## src/verilog/pmr_pkg.sv

```systemverilog
/*
 * package for the phy mode, crossover and status register bank:
 * register indices, field positions, reset values, mode codes, timing.
 * assumes a 20 MHz system clock and 5-bit management register indices.
 */
`default_nettype none
package pmr_pkg;
    // ------------------------------------------------------------------
    // register indices
    // ------------------------------------------------------------------
    localparam logic [4:0] IDX_AN_EXPANSION = 5'h06;
    localparam logic [4:0] IDX_MODE_CTRL_STATUS = 5'h11;
    localparam logic [4:0] IDX_SPECIAL_MODES = 5'h12;
    localparam logic [4:0] IDX_SPECIAL_CTRL_STATUS = 5'h1B;
    // ------------------------------------------------------------------
    // field positions
    // ------------------------------------------------------------------
    localparam int EXP_PDF_BIT = 4;
    localparam int EXP_LP_NP_BIT = 3;
    localparam int EXP_NP_BIT = 2;
    localparam int EXP_PAGE_BIT = 1;
    localparam int EXP_LP_AN_BIT = 0;
    localparam int MCS_EDPD_BIT = 13;
    localparam int MCS_ENERGY_BIT = 1;
    localparam int SM_MODE_LSB = 5;
    localparam int SM_ADDR_LSB = 0;
    localparam int SCS_OVR_BIT = 15;
    localparam int SCS_AUTO_BIT = 14;
    localparam int SCS_STATE_BIT = 13;
    localparam int SCS_PLL_BIT = 10;
    localparam int SCS_POL_BIT = 4;
    // ------------------------------------------------------------------
    // reset values
    // ------------------------------------------------------------------
    localparam logic [2:0] MODE_RESET = 3'h7;
    localparam logic [4:0] ADDR_RESET = 5'h01;
    // ------------------------------------------------------------------
    // operating modes
    // ------------------------------------------------------------------
    typedef enum logic [2:0] {
        PMR_M_10HD = 3'b000,
        PMR_M_10FD = 3'b001,
        PMR_M_100HD = 3'b010,
        PMR_M_100FD = 3'b011,
        PMR_M_AN100HD = 3'b100,
        PMR_M_REPEATER = 3'b101,
        PMR_M_RESERVED = 3'b110,
        PMR_M_ALL = 3'b111
    } pmr_mode_t;
    // register-0 defaults as {speed, an enable, restart-free, duplex}
    localparam logic [3:0] BC_10HD = 4'h0;
    localparam logic [3:0] BC_10FD = 4'h1;
    localparam logic [3:0] BC_100HD = 4'h8;
    localparam logic [3:0] BC_100FD = 4'h9;
    localparam logic [3:0] BC_AN100 = 4'hC;
    localparam logic [3:0] BC_ALL = 4'h4;
    localparam logic [3:0] ADV_100HD = 4'h4;
    localparam logic [3:0] ADV_ALL = 4'hF;
    localparam logic [3:0] ADV_NONE = 4'h0;
    // ------------------------------------------------------------------
    // timing
    // ------------------------------------------------------------------
    localparam int CLK_HZ = 20_000_000;
    localparam int ENERGY_TIMEOUT_MS = 256;
    localparam longint ENERGY_TIMEOUT_CYC =
        (64'(ENERGY_TIMEOUT_MS) * 64'(CLK_HZ)) / 64'd1000;
    localparam int ENERGY_CNT_W = 23;
    // ------------------------------------------------------------------
    // carriers
    // ------------------------------------------------------------------
    typedef struct packed {
        logic rd;
        logic wr;
        logic [4:0] phy_addr;
        logic [4:0] reg_idx;
        logic [15:0] wdata;
    } pmr_mgmt_req_t;
    typedef struct packed {
        logic parallel_fault;
        logic page_received;
        logic lp_next_page;
        logic lp_an_able;
        logic energy_valid;
        logic polarity_reversed;
        logic crossover_strap_enable;
        logic negotiated_100;
        logic negotiated_fd;
    } pmr_line_t;
    typedef struct packed {
        logic an_enable;
        logic speed_100;
        logic full_duplex;
        logic crs_on_tx;
        logic repeater;
        logic [3:0] advertise;
        logic [3:0] basic_ctrl;
        logic edpd_enable;
        logic auto_crossover;
        logic crossover_swap;
        logic rx_pll_reference_lock;
    } pmr_ctrl_t;
endpackage : pmr_pkg
`default_nettype wire

```

## src/verilog/pmr_regs.sv

```systemverilog
/*
 * management-visible phy mode, crossover and status registers.
 * assumes an external serial management engine presents one-cycle
 * read/write strobes with address and data in the clk_sys domain,
 * and a line-side block supplies status levels from another domain.
 */
`default_nettype none
// Overview of operation
// - latch parallel detection fault at expansion bit 4
// - latch page received at expansion bit 1
// - own next page zero, partner at bit 3
// - partner negotiation ability at bit 0
// - power-down only while control bit 13 set
// - clear energy present after 256ms quiet
// - energy present one on hardware reset
// - answer at five-bit address, default 00001
// - mode from bits 7:5, default 111
// - modes 000/001 forced 10M half/full
// - modes 010/011 forced 100M, crs choice
// - mode 100 negotiates 100M half only
// - mode 101 repeater, crs on receive
// - mode 111 advertise all, follow result
// - override zero lets strap pin rule crossover
// - bit 14 enables auto crossover under override
// - bit 13 swaps pairs in manual crossover
// - bit 10 locks 10M pll to reference
// - bit 4 shows reversed receive polarity
// - low nibble read-only, writes ignored
module pmr_regs
    import pmr_pkg::*;
(
    input wire logic clk_sys,
    input wire logic rstn,
    input wire logic soft_reset,
    input wire pmr_mgmt_req_t mgmt_req,
    output logic [15:0] mgmt_rdata,
    output logic mgmt_rvalid,
    input wire pmr_line_t line_in,
    input wire logic [3:0] scs_low_nibble,
    output pmr_ctrl_t ctrl,
    output logic energy_detect_powerdown_active,
    output logic rx_10m_blocked
);
    // ------------------------------------------------------------------
    // state
    // ------------------------------------------------------------------
    typedef struct packed {
        logic parallel_fault;
        logic page_received;
        logic energy_present;
        logic [ENERGY_CNT_W-1:0] quiet_cnt;
        logic edpd_enable;
        logic [2:0] mode;
        logic [4:0] management_address;
        logic ovr;
        logic auto_en;
        logic xstate;
        logic rx_pll_reference_lock;
        logic [15:0] rdata;
        logic rvalid;
        pmr_ctrl_t ctrl;
        logic edpd_active;
        logic rx_blocked;
    } pmr_state_t;

    localparam logic [ENERGY_CNT_W-1:0] QUIET_MAX =
        ENERGY_CNT_W'(ENERGY_TIMEOUT_CYC - 1);

    pmr_state_t st_ff;
    pmr_state_t nxt_st;
    pmr_line_t line_s;
    logic [3:0] nib_s;
    logic hit;
    logic rd_hit;
    logic wr_hit;

    // ------------------------------------------------------------------
    // line-side synchronisers
    // ------------------------------------------------------------------
    pmr_sync #(.W($bits(pmr_line_t))) u_sync_line (
        .clk_sys(clk_sys),
        .rstn(rstn),
        .d(line_in),
        .q(line_s)
    );
    pmr_sync #(.W(4)) u_sync_nib (
        .clk_sys(clk_sys),
        .rstn(rstn),
        .d(scs_low_nibble),
        .q(nib_s)
    );

    // register read mux
    function automatic logic [15:0] read_word(input pmr_state_t s,
                                              input pmr_line_t l,
                                              input logic [4:0] idx,
                                              input logic [3:0] nib);
        logic [15:0] w;
        w = 16'h0000;
        case (idx)
            IDX_AN_EXPANSION: begin
                w[EXP_PDF_BIT] = s.parallel_fault;
                w[EXP_LP_NP_BIT] = l.lp_next_page;
                w[EXP_NP_BIT] = 1'b0;
                w[EXP_PAGE_BIT] = s.page_received;
                w[EXP_LP_AN_BIT] = l.lp_an_able;
            end
            IDX_MODE_CTRL_STATUS: begin
                w[MCS_EDPD_BIT] = s.edpd_enable;
                w[MCS_ENERGY_BIT] = s.energy_present;
            end
            IDX_SPECIAL_MODES: begin
                w[SM_MODE_LSB +: 3] = s.mode;
                w[SM_ADDR_LSB +: 5] = s.management_address;
            end
            IDX_SPECIAL_CTRL_STATUS: begin
                w[SCS_OVR_BIT] = s.ovr;
                w[SCS_AUTO_BIT] = s.auto_en;
                w[SCS_STATE_BIT] = s.xstate;
                w[SCS_PLL_BIT] = s.rx_pll_reference_lock;
                w[SCS_POL_BIT] = l.polarity_reversed;
                w[3:0] = nib; // undefined value, line-side
            end
            default: w = 16'h0000;
        endcase
        return w;
    endfunction : read_word

    // mode decode into link controls
    function automatic pmr_ctrl_t decode_mode(input logic [2:0] m,
                                              input pmr_line_t l);
        pmr_ctrl_t c;
        c = '0;
        case (m)
            PMR_M_10HD: begin
                c.basic_ctrl = BC_10HD;
                c.crs_on_tx = 1'b1;
            end
            PMR_M_10FD: begin
                c.basic_ctrl = BC_10FD;
                c.full_duplex = 1'b1;
            end
            PMR_M_100HD: begin
                c.basic_ctrl = BC_100HD;
                c.speed_100 = 1'b1;
                c.crs_on_tx = 1'b1;
            end
            PMR_M_100FD: begin
                c.basic_ctrl = BC_100FD;
                c.speed_100 = 1'b1;
                c.full_duplex = 1'b1;
            end
            PMR_M_AN100HD: begin
                c.basic_ctrl = BC_AN100;
                c.advertise = ADV_100HD;
                c.an_enable = 1'b1;
                c.speed_100 = 1'b1;
                c.crs_on_tx = 1'b1;
            end
            PMR_M_REPEATER: begin
                c.basic_ctrl = BC_AN100;
                c.advertise = ADV_100HD;
                c.an_enable = 1'b1;
                c.speed_100 = 1'b1;
                c.repeater = 1'b1;
            end
            PMR_M_ALL: begin
                c.advertise = ADV_ALL;
                c.an_enable = 1'b1;
                c.speed_100 = l.negotiated_100;
                c.full_duplex = l.negotiated_fd;
                c.crs_on_tx = ~l.negotiated_fd;
                c.basic_ctrl = {l.negotiated_100, BC_ALL[2:1],
                                l.negotiated_fd};
            end
            default: begin
                // reserved code, left inert
                c.advertise = ADV_NONE;
            end
        endcase
        return c;
    endfunction : decode_mode

    // address and strobe decode
    assign hit = (mgmt_req.phy_addr == st_ff.management_address);
    assign rd_hit = mgmt_req.rd & hit;
    assign wr_hit = mgmt_req.wr & hit;

    // ------------------------------------------------------------------
    // next state
    // ------------------------------------------------------------------
    always_comb begin
        nxt_st = st_ff;
        nxt_st.rvalid = rd_hit;
        nxt_st.rdata = rd_hit ?
            read_word(st_ff, line_s, mgmt_req.reg_idx, nib_s) : 16'h0000;
        // latched-high flags, clear on read, set wins
        if (rd_hit && mgmt_req.reg_idx == IDX_AN_EXPANSION) begin
            nxt_st.parallel_fault = 1'b0;
            nxt_st.page_received = 1'b0;
        end
        if (line_s.parallel_fault) begin
            nxt_st.parallel_fault = 1'b1;
        end
        if (line_s.page_received) begin
            nxt_st.page_received = 1'b1;
        end
        // energy watchdog
        if (line_s.energy_valid) begin
            nxt_st.quiet_cnt = '0;
            nxt_st.energy_present = 1'b1;
        end else if (st_ff.quiet_cnt == QUIET_MAX) begin
            nxt_st.energy_present = 1'b0;
        end else begin
            nxt_st.quiet_cnt = st_ff.quiet_cnt + 1'b1;
        end
        // register writes
        if (wr_hit) begin
            case (mgmt_req.reg_idx)
                IDX_MODE_CTRL_STATUS: begin
                    nxt_st.edpd_enable = mgmt_req.wdata[MCS_EDPD_BIT];
                end
                IDX_SPECIAL_MODES: begin
                    nxt_st.mode = mgmt_req.wdata[SM_MODE_LSB +: 3];
                    nxt_st.management_address =
                        mgmt_req.wdata[SM_ADDR_LSB +: 5];
                end
                IDX_SPECIAL_CTRL_STATUS: begin
                    nxt_st.ovr = mgmt_req.wdata[SCS_OVR_BIT];
                    nxt_st.auto_en = mgmt_req.wdata[SCS_AUTO_BIT];
                    nxt_st.xstate = mgmt_req.wdata[SCS_STATE_BIT];
                    nxt_st.rx_pll_reference_lock =
                        mgmt_req.wdata[SCS_PLL_BIT];
                end
                default: begin
                    nxt_st.rx_blocked = st_ff.rx_blocked;
                end
            endcase
        end
        // soft reset: defaults except persisting fields, latched flags and energy flag
        if (soft_reset) begin
            nxt_st.edpd_enable = 1'b0;
            nxt_st.ovr = 1'b0;
            nxt_st.auto_en = 1'b0;
            nxt_st.xstate = 1'b0; // mode, address, pll kept
        end
        // derived link controls
        nxt_st.ctrl = decode_mode(st_ff.mode, line_s);
        nxt_st.ctrl.edpd_enable = st_ff.edpd_enable;
        if (st_ff.ovr) begin
            nxt_st.ctrl.auto_crossover = st_ff.auto_en;
            nxt_st.ctrl.crossover_swap =
                ~st_ff.auto_en & st_ff.xstate;
        end else begin
            nxt_st.ctrl.auto_crossover =
                line_s.crossover_strap_enable;
            nxt_st.ctrl.crossover_swap = 1'b0;
        end
        nxt_st.ctrl.rx_pll_reference_lock = st_ff.rx_pll_reference_lock;
        nxt_st.rx_blocked = st_ff.rx_pll_reference_lock;
        nxt_st.edpd_active =
            st_ff.edpd_enable & ~st_ff.energy_present;
    end

    // ------------------------------------------------------------------
    // state register
    // ------------------------------------------------------------------
    always_ff @(posedge clk_sys or negedge rstn) begin
        if (!rstn) begin
            st_ff <= '0;
            st_ff.energy_present <= 1'b1;
            st_ff.mode <= MODE_RESET;
            st_ff.management_address <= ADDR_RESET;
        end else begin
            st_ff <= nxt_st;
        end
    end

    // outputs straight from the state register
    assign mgmt_rdata = st_ff.rdata;
    assign mgmt_rvalid = st_ff.rvalid;
    assign ctrl = st_ff.ctrl;
    assign energy_detect_powerdown_active = st_ff.edpd_active;
    assign rx_10m_blocked = st_ff.rx_blocked;
endmodule : pmr_regs
`default_nettype wire

```

## src/verilog/pmr_sync.sv

```systemverilog
/*
 * two flip-flop synchroniser for a bundle of level inputs.
 * assumes inputs are slow levels from the line side or pins.
 */
`default_nettype none
module pmr_sync #(
    parameter int W = 1
) (
    input wire logic clk_sys,
    input wire logic rstn,
    input wire logic [W-1:0] d,
    output logic [W-1:0] q
);
    logic [W-1:0] meta_ff;
    logic [W-1:0] q_ff;

    // first stage feeds only the second
    always_ff @(posedge clk_sys or negedge rstn) begin
        if (!rstn) begin
            meta_ff <= '0;
            q_ff <= '0;
        end else begin
            meta_ff <= d;
            q_ff <= meta_ff;
        end
    end
    assign q = q_ff;
endmodule : pmr_sync
`default_nettype wire
```

## config.mk

```make
export PLATFORM = sky130hd
export DESIGN_NAME = pmr_regs
export DESIGN_NICKNAME = d
export VERILOG_FILES = /design/src/verilog/pmr_pkg.sv /design/src/verilog/pmr_regs.sv /design/src/verilog/pmr_sync.sv
export SDC_FILE = /design/constraint.sdc
export NUM_CORES = 1
export LEC_CHECK = 0
export BUFFER_PORTS_ARGS = -buffer_cell sky130_fd_sc_hd__buf_2
export CELL_PAD_IN_SITES_DETAIL_PLACEMENT = 1
export CELL_PAD_IN_SITES_GLOBAL_PLACEMENT = 1
export CORE_MARGIN = 2
export CORE_UTILIZATION = 45
export CTS_BUF_LIST = sky130_fd_sc_hd__clkbuf_4
export DETAILED_ROUTE_END_ITERATION = 6
export PLACE_DENSITY = 0.85
export SLEW_MARGIN = 20
export SYNTH_ARGS = -nofsm -noshare
export SYNTH_HDL_FRONTEND = slang
export SYNTH_SLANG_ARGS = --single-unit
```

## constraint.sdc

```tcl
create_clock -name clk_sys -period 2.85 [get_ports clk_sys]
set_clock_uncertainty 0.05 [all_clocks]
set_input_delay 0.1425 -clock clk_sys [delete_from_list [all_inputs] [get_ports clk_sys]]
set_output_delay 0.1425 -clock clk_sys [all_outputs]
set_load 0.02 [all_outputs]
```

Yosys cells after proc, flatten, opt, wreduce, memory -nomap -nowiden

Index checks and enable logic that the tools add are counted.

Output and inout port bits: 36
Word-level logic and storage cells: 95
Input port bits: 44
Bits in registers: 100

Add/sub/neg operators: 1
Bitwise operators: 7
Reductions and logical operators: 17
Muxes and demuxes: 28
Equal/unequal tests: 13

Operator list:

| cell                                                                   | number |
|---|---|
| 24-bit two-way mux                                                     | 1 |
| 23-bit by 1-bit adder with 23-bit output (second input constant)       | 1 |
| 23-bit equality test (second input constant)                           | 1 |
| 23-bit two-way mux                                                     | 1 |
| 4-bit case mux with 5 select lines                                     | 1 |
| 16-bit two-way mux                                                     | 1 |
| 5-bit equality test (second input constant)                            | 3 |
| 13-bit two-way mux                                                     | 1 |
| 2-bit nonzero test                                                     | 6 |
| 3-bit equality test (second input constant)                            | 3 |
| 3-bit case mux with 3 select lines                                     | 1 |
| 1-bit two-way mux                                                      | 8 |
| 8-bit two-way mux                                                      | 1 |
| 1-bit case mux with 2 select lines                                     | 4 |
| 4-bit case mux with 2 select lines                                     | 1 |
| 2-bit AND reduction                                                    | 4 |
| 3-bit by 2-bit equality test with 1-bit output (second input constant) | 2 |
| 2-bit two-way mux                                                      | 3 |
| 3-bit two-way mux                                                      | 2 |
| 3-bit OR reduction                                                     | 2 |
| 5-bit by 3-bit equality test with 1-bit output (second input constant) | 1 |
| 5-bit equality test                                                    | 1 |
| 1-bit bitwise AND                                                      | 4 |
| 4-bit two-way mux                                                      | 1 |
| 9 further kinds                                                        | 12 |

Logic depth before layout (Yosys ltp)

Gate-level depths: netlist of the first run.

Word-level depth: 5
Gate-level depth with buffers: 6
Gate-level depth less buffers: 5

Cells and area by module

A second synthesis of the first run with hierarchy kept.

Cells, all modules: 338
Area, all modules: 3,892.5 um2

By module, submodules not included:

| module                 | cells an instance | area each (um2) | times used | sequential area each (um2) |
|---|---|---|---|---|
| pmr_regs               | 312               | 3,241.9         | 1          | 1,657.8 |
| pmr_sync (u_sync_line) | 18                | 450.4           | 1          | 450.4 |
| pmr_sync (u_sync_nib)  | 8                 | 200.2           | 1          | 200.2 |

Least setup slack after synthesis of the first run

Ideal clock, no wire load.

Path type: register to register
Start: register st_ff[65] (netlist bit)
End: register st_ff[58] (netlist bit)
Required time: 2.675 ns
Period minus slack after synthesis: 2.088 ns
Library setup time: 0.125 ns
Stages on the path, launching flop included: 5
Buffers on the path: 0
Data arrival time: 1.913 ns
Slack: 0.762 ns
Path through: dfrtp_1 > or4b_2 > nor4_4 > a2111oi_0 > mux2_2

Longest elaborated chain between the ends: 2

Ends and longest elaborated chain:

| item                                                      | RTL line        | text |
|---|---|---|
| start, declared                                           | pmr_regs.sv:69  | `pmr_state_t st_ff;` |
| start signal, assigned                                    | pmr_regs.sv:275 | `st_ff <= nxt_st;` |
| 23-bit equality test                                      | pmr_regs.sv:212 | `end else if (st_ff.quiet_cnt == QUIET_MAX) begin` |
| 2-bit by 1-bit != test with 1-bit output (no source line) | -               |  |

Every way passes these cells.
A chain may end at the register's enable or synchronous reset.

Final worst setup path of the first run

Start: register st_ff[40] (netlist bit)
End: register st_ff[38] (netlist bit)

Longest elaborated chain between the ends: 4

Ends and longest elaborated chain:

| item                                 | RTL line        | text |
|---|---|---|
| 5-bit equality test                  | pmr_regs.sv:185 | `assign hit = (mgmt_req.phy_addr == st_ff.management_address);` |
| 1-bit bitwise AND                    | pmr_regs.sv:187 | `assign wr_hit = mgmt_req.wr & hit;` |
| 2-bit nonzero test (no source line)  | -               |  |
| 2-bit AND reduction (no source line) | -               |  |

Every way passes these cells.

==> flow_summary.toml, run 1 <==
[power]
powerDensity_mw_per_mm2 = 476
p_leak_nw = 2.17
peakVddDrop_mv = 0.252

[routing]
vias = 2873
wl_um = 9270
drt_pass1_iterations = 4
drtAntennaViolNets = 0
drc = 0
wire_per_inst_um = 17.3
drt_iter0_markers = 145
viasPerCell = 5.37

[synth]
netlist_area_mm2 = 0.00399
synth.area.top_cells = "dfrtp_1 55%, buf_4 6.2%, mux2_2 4.5%"
synthArstFlopShare_pct = 100
ys.flop_type = "dfrtp_1"
yosys_warnings = 0
yosysUniqueCellTypes = 54
yosysSeqAreaShare_pct = 57.9
synth_top_area_share_pct = 54.6
synth-edff-count = 0
synth_cells = 343
ys_seq_elements = 92
avgSynthCellArea_um2 = 11.6
synth_largest_area_cell = "dfrtp_1"

[floorplan]
dieArea_mm2 = 0.00963
io-pin-count = 80
rows = 34
die_h_um = 98.1
die-width_um = 98.1
initial_core_util_pct = 46.2
coreArea_mm2 = 0.00864

[cts]
htree_levels = 3
cts.path.max_buffers = 2
clk_pin_slew_worst_paths_ns = 0.17
cts_tree = "built"
root_buffer = "clkbuf_4"
post-cts-setup-buffer-count = 0
cts_resized = 0
tritoncts.num_buffers = 9
postCtsHoldBufs = 32
clock-sinks = 92
clkLatencyLatePin_ns = 0.45

[placement]
gp_congestion = 0.826
portBuffers = 70
post-dp-hpwl_um = 6040
dpl_cell_area_mm2 = 0.00422

[layout]
diodes = 0
nets = 467
drive_above_1_share_pct = 28.6
stdcell_area_mm2 = 0.00469
area_delta_synth_final_pct = 17.6
num-fill-cells = 962

[sta]
slew-limit-headroom_pct = 45.7
finalSetupTns_ns = 0
fin_crit_sh_pct = 87.6
hold_viol_final = 0
setup_violations = 0
rsz0062_at_grt = "no"
final_max_slew_viol_count = 0
tightest_slew_ns = 0.815
fmax_mhz = 400
min_period_ns = 2.50

[setup_path]
cp.arrival_ns = 2.84
critPathRequiredTime_ns = 3.19
crit_path_start_kind = "flop"
cp_max_fo = 6
reg2reg_depth = 6
path_class = "reg -> reg"
end_kind = "flop"

[grt]
grt_max_degree = 93
grt_pass1_wl_um = 15700
antenna_found_initial = 0
grt_pass1_vias = 3087
grt-ovfl-total = 0
grt.total_usage_pct = 20.7

[min_path]
hp-class = "in -> reg"
whs_path_depth = 3

[outcome]
status = "finished clean"

[run]
maxCapViolations = 0
==> synthesized netlist by cell type (all sizes together), types with 3 or more instances <==
cell	n
a211oi	6
a21boi	3
a21o	4
a21oi	17
a22oi	5
and3	7
and4	3
buf	36
clkbuf	5
dfrtp	87
dfstp	5
inv	9
mux2	16
mux2i	4
nand2	20
nand2b	9
nand3	9
nand4	7
nor2	17
nor2b	10
nor3	6
nor4	5
o21ai	7
o31ai	5
or3	3
or4	8
xor2	6
==> metal layers <==
metal,share of wire [%],track usage (%)
met5,0,0
met4,1.7,6.62
met3,4.3,4.29
met2,53,36.4
met1,41,25.5
==> final cells by class <==
cell class	count	area (um2)	share of cell area, %
clock buffers	10	75.1	1.60
clock inverters	6	63.8	1.36
inverters	9	33.8	0.721
multi-input cells	205	1370	29.3
flip-flops and latches	92	2310	49.3
well taps	108	135	2.88
repair buffers	105	699	14.9
==> where the power goes <==
| part | internal, mW | leakage, nW | switching (mW) |
|---|---|---|---|
| logic | 0.0693 | 0.905 | 0.0810 |
| registers | 1.33 | 1.19 | 0.0145 |
| clock network | 0.278 | 0.0744 | 0.455 |
==> worst max-delay path: stages (launching register included) <==
cell and delay, ns:
dfstp_2 0.60, nor2b_1 0.07, a2111oi_2 0.38, buf_4 0.22, and4_1 0.34, mux2i_1 0.22
dlygate4sd3_1 0.56
==> stage by stage <==
step	hold slack (ns)	utilization [%]	total power, mW	std cells	worst slack, ns
CTS	0.0113	54.2	2.23	535	0.394
global placement	0.201	48.9	1.48	487	0.556
global route	0.0495	54.3	2.32	535	0.215
floorplan	-0.203	-	1.42	347	0.762
detailed placement	0.202	48.9	1.49	487	0.496
finish	0.0490	54.3	2.23	535	0.353
==> registers in the layout, indices dropped and copies added (netlist names) <==
name and cells:
energy_detect_powerdown_active 1, ctrl 12, u_sync_nib.q 4, u_sync_nib.meta_ff 4, mgmt_rdata 12, u_sync_line.q 9
u_sync_line.meta_ff 9, mgmt_rvalid 1, st_ff 37, rx_10m_blocked 1, nxt_st 2
==> worst paths after layout <==
check / endpoint / startpoint / slack, ns
max: st_ff[38]$_DFFE_PN0P_ / st_ff[40]$_DFFE_PN1P_ / 0.35
min: st_ff[37]$_DFFE_PN0P_ / soft_reset / 0.05
max reg2reg: st_ff[38]$_DFFE_PN0P_ / st_ff[40]$_DFFE_PN1P_ / 0.35
min reg2reg: u_sync_nib.q[1]$_DFF_PN0_ / u_sync_nib.meta_ff[1]$_DFF_PN0_ / 0.32
max in group asynchronous: st_ff[55]$_DFFE_PN0P_ / rstn / 1.92
min in group asynchronous: mgmt_rdata[3]$_DFF_PN0_ / rstn / 0.25
==> cell families (layout without fill, tap and decap cells) <==
family	count (synthesis)	count (layout)	synth area share (%)
flip-flops	92	92	57.9
multiplexers	20	20	5.52
other	1	5	0.0941
adder cells (fa/ha/maj)	1	1	0.314
AND/OR/NAND/NOR	115	115	17.0
XOR/XNOR	7	7	1.54
buffers and inverters	50	130	8.07
AO/OA/AOI/OAI	57	57	9.54
==> placed cells by master (no fill, tap or decap), types with 5 or more instances in the layout <==
cell type      synthesis  routed
a211oi_1               6       6
a21oi_1               17      17
a22oi_1                5       5
and3_1                 7       7
buf_2                  2      69
clkbuf_4               0      10
conb_1                 1       5
dfrtp_1               87      87
dfstp_2                5       5
dlygate4sd3_1          0      32
inv_1                  9       9
mux2_2                16      16
nand2_1               20      20
nand2b_1               9       9
nand3_1                9       9
nand4_1                6       6
nor2_1                17      17
nor2b_1               10      10
nor3_1                 6       6
o21ai_0                7       7
o31ai_1                5       5
or4_1                  6       6
xor2_1                 6       6
Power figures use the tool's default switching activity.
==> run 2: changes to the inputs <==
HOLD_SLACK_MARGIN = 0.06   (was unset)
==> run 2 against run 1 <==
Against the previous run: fmax down 0.47%; die area unchanged; count of clock-buffer cells in the layout unchanged; largest power group unchanged.
==> flow_summary.toml, run 2 (synthesis gave the netlist of run 1 again) <==
[cts]
cts_tree = "built"
clock-sinks = 92
tritoncts.num_buffers = 9
clk_pin_slew_worst_paths_ns = 0.17
clkLatencyLatePin_ns = 0.45
post-cts-setup-buffer-count = 0
root_buffer = "clkbuf_4"
cts.path.max_buffers = 2
htree_levels = 3

[setup_path]
cp_num_cells = 6
reg2reg_depth = 6
cp_max_fo = 6
startpoint = "st_ff[40]$_DFFE_PN1P_"
crit_chain = "nor2b_1, a2111oi_2, buf_4, and4_1, mux2i_1, dlygate4sd3_1"
crit_buf_inv = 2
cpLargestDelayFamily = "buffers and inverters"
critPathSlowestCell = "dfstp_2"
timing.rr.start = "st_ff[40]$_DFFE_PN1P_"
cp.arrival_ns = 2.85
r2r_end = "st_ff[37]$_DFFE_PN0P_"
critPathMaxStageDelay_ns = 0.60
critPathRequiredTime_ns = 3.19
reg2reg_slack_ns = 0.34
path_class = "reg -> reg"
crit_path_start_kind = "flop"
crit_end = "st_ff[37]$_DFFE_PN0P_"
end_kind = "flop"

[power]
finalPower_mw = 2.23
peakVddDrop_mv = 0.252
powerDensity_mw_per_mm2 = 475
p_leak_nw = 2.18

[min_path]
hp-class = "in -> reg"

[run]
maxCapViolations = 0

[routing]
drt_iter0_markers = 144
wl_um = 9360
wl_met3_um = 401
wire_per_inst_um = 17.4
drtAntennaViolNets = 0
vias = 2901
top_layer = "met4"
route.met2.wl_um = 4970
viasPerCell = 5.40
drc = 0
wl_met1_um = 3800
drt_pass1_iterations = 4

[floorplan]
die-width_um = 98.1
coreArea_mm2 = 0.00864
io-pin-count = 80
initial_core_util_pct = 46.2
dieArea_mm2 = 0.00963
rows = 34
die_h_um = 98.1

[layout]
drive_above_1_share_pct = 28.4
diodes = 0
largest_register = "st_ff"
finalCoreUtilization_pct = 54.5
mostFrequentLayoutCells = "87 x dfrtp_1, 69 x buf_2, 34 x dlygate4sd3_1"
final_common_cell = "dfrtp_1"
largest_reg_flops = 37
nets = 469
final_cells = 537
area_delta_synth_final_pct = 18.1

[grt]
grt_max_degree = 93
grt-ovfl-total = 0
grt_pass1_vias = 3113
grt_pass1_wl_um = 15900
grt.total_usage_pct = 20.9
antenna_found_initial = 0

[sta]
rsz0062_at_grt = "no"
finalSetupTns_ns = 0
fmax_mhz = 399
tightest_slew_ns = 0.820
min_period_ns = 2.51
hold_viol_final = 0
setup_violations = 0
final_max_slew_viol_count = 0
fin_crit_sh_pct = 88.0
slew-limit-headroom_pct = 44.9

[outcome]
status = "finished clean"

[placement]
portBuffers = 70
dpl.cell_count = 487
gp_congestion = 0.826
post-dp-hpwl_um = 6040
-- run 2: cell types whose count changed in the layout (fill, tap and decap cells not counted) --
cell | before | now
dlygate4sd3_1 | 32 | 34
-- run 2: report_power, final --
group / leakage (nW) / internal (mW) / total (mW) / switching [mW]
clock: 0.0744 / 0.278 / 0.735 / 0.457
combinational: 0.915 / 0.0702 / 0.152 / 0.0815
sequential: 1.19 / 1.33 / 1.35 / 0.0146
total: 2.18 / 1.68 / 2.23 / 0.553
-- run 2: how the worst min path moves through the flow --
stage	cells after the start	from	endpoint
after detailed placement	1	line_in[4]	u_sync_line.meta_ff[4]$_DFF_PN0_
after CTS	4	mgmt_req[19]	mgmt_rdata[13]$_DFF_PN0_
final	4	mgmt_req[19]	mgmt_rdata[1]$_DFF_PN0_
after floorplan	0	rstn	ctrl[10]$_DFF_PN0_
after global placement	1	line_in[4]	u_sync_line.meta_ff[4]$_DFF_PN0_
after global routing	4	mgmt_req[27]	mgmt_rdata[3]$_DFF_PN0_
-- run 2: layout make-up --
cell class / count / area (um2)
flip-flops and latches: 92 / 2310
clock inverters: 6 / 63.8
fillers: 963 / 3930
clock buffers: 10 / 75.1
multi-input cells: 205 / 1370
well taps: 108 / 135
inverters: 9 / 33.8
repair buffers: 107 / 719
-- run 2: metal layers --
| metal | up-vias | track usage [%] |
|---|---|---|
| met3 | 17 | 4.29 |
| met2 | 72 | 36.8 |
| met5 | - | 0 |
| li1 | 1342 | - |
| met4 | 0 | 6.62 |
| met1 | 1470 | 25.7 |
-- run 2: timing repair --
| item | CTS | global route |
|---|---|---|
| hold endpoints to repair | 116 | 0 |
| hold buffers | 34 | 0 |
| resized for setup | 0 | 0 |
-- run 2: metrics by stage --
stage	hold slack, ns	worst slack (ns)	cell area (um2)
after floorplan	-0.203	0.762	4000
after global placement	0.201	0.556	4220
after detailed placement	0.202	0.496	4220
after CTS	0.0785	0.393	4700
after global routing	0.147	0.192	4710
final	0.150	0.341	4710
-- run 2: worst register-to-register path, cell delays in order, from the launching register on --
cell and delay (ns):
dfstp_2 0.60, nor2b_1 0.07, a2111oi_2 0.38, buf_4 0.22, and4_1 0.34, mux2i_1 0.21, dlygate4sd3_1 0.57
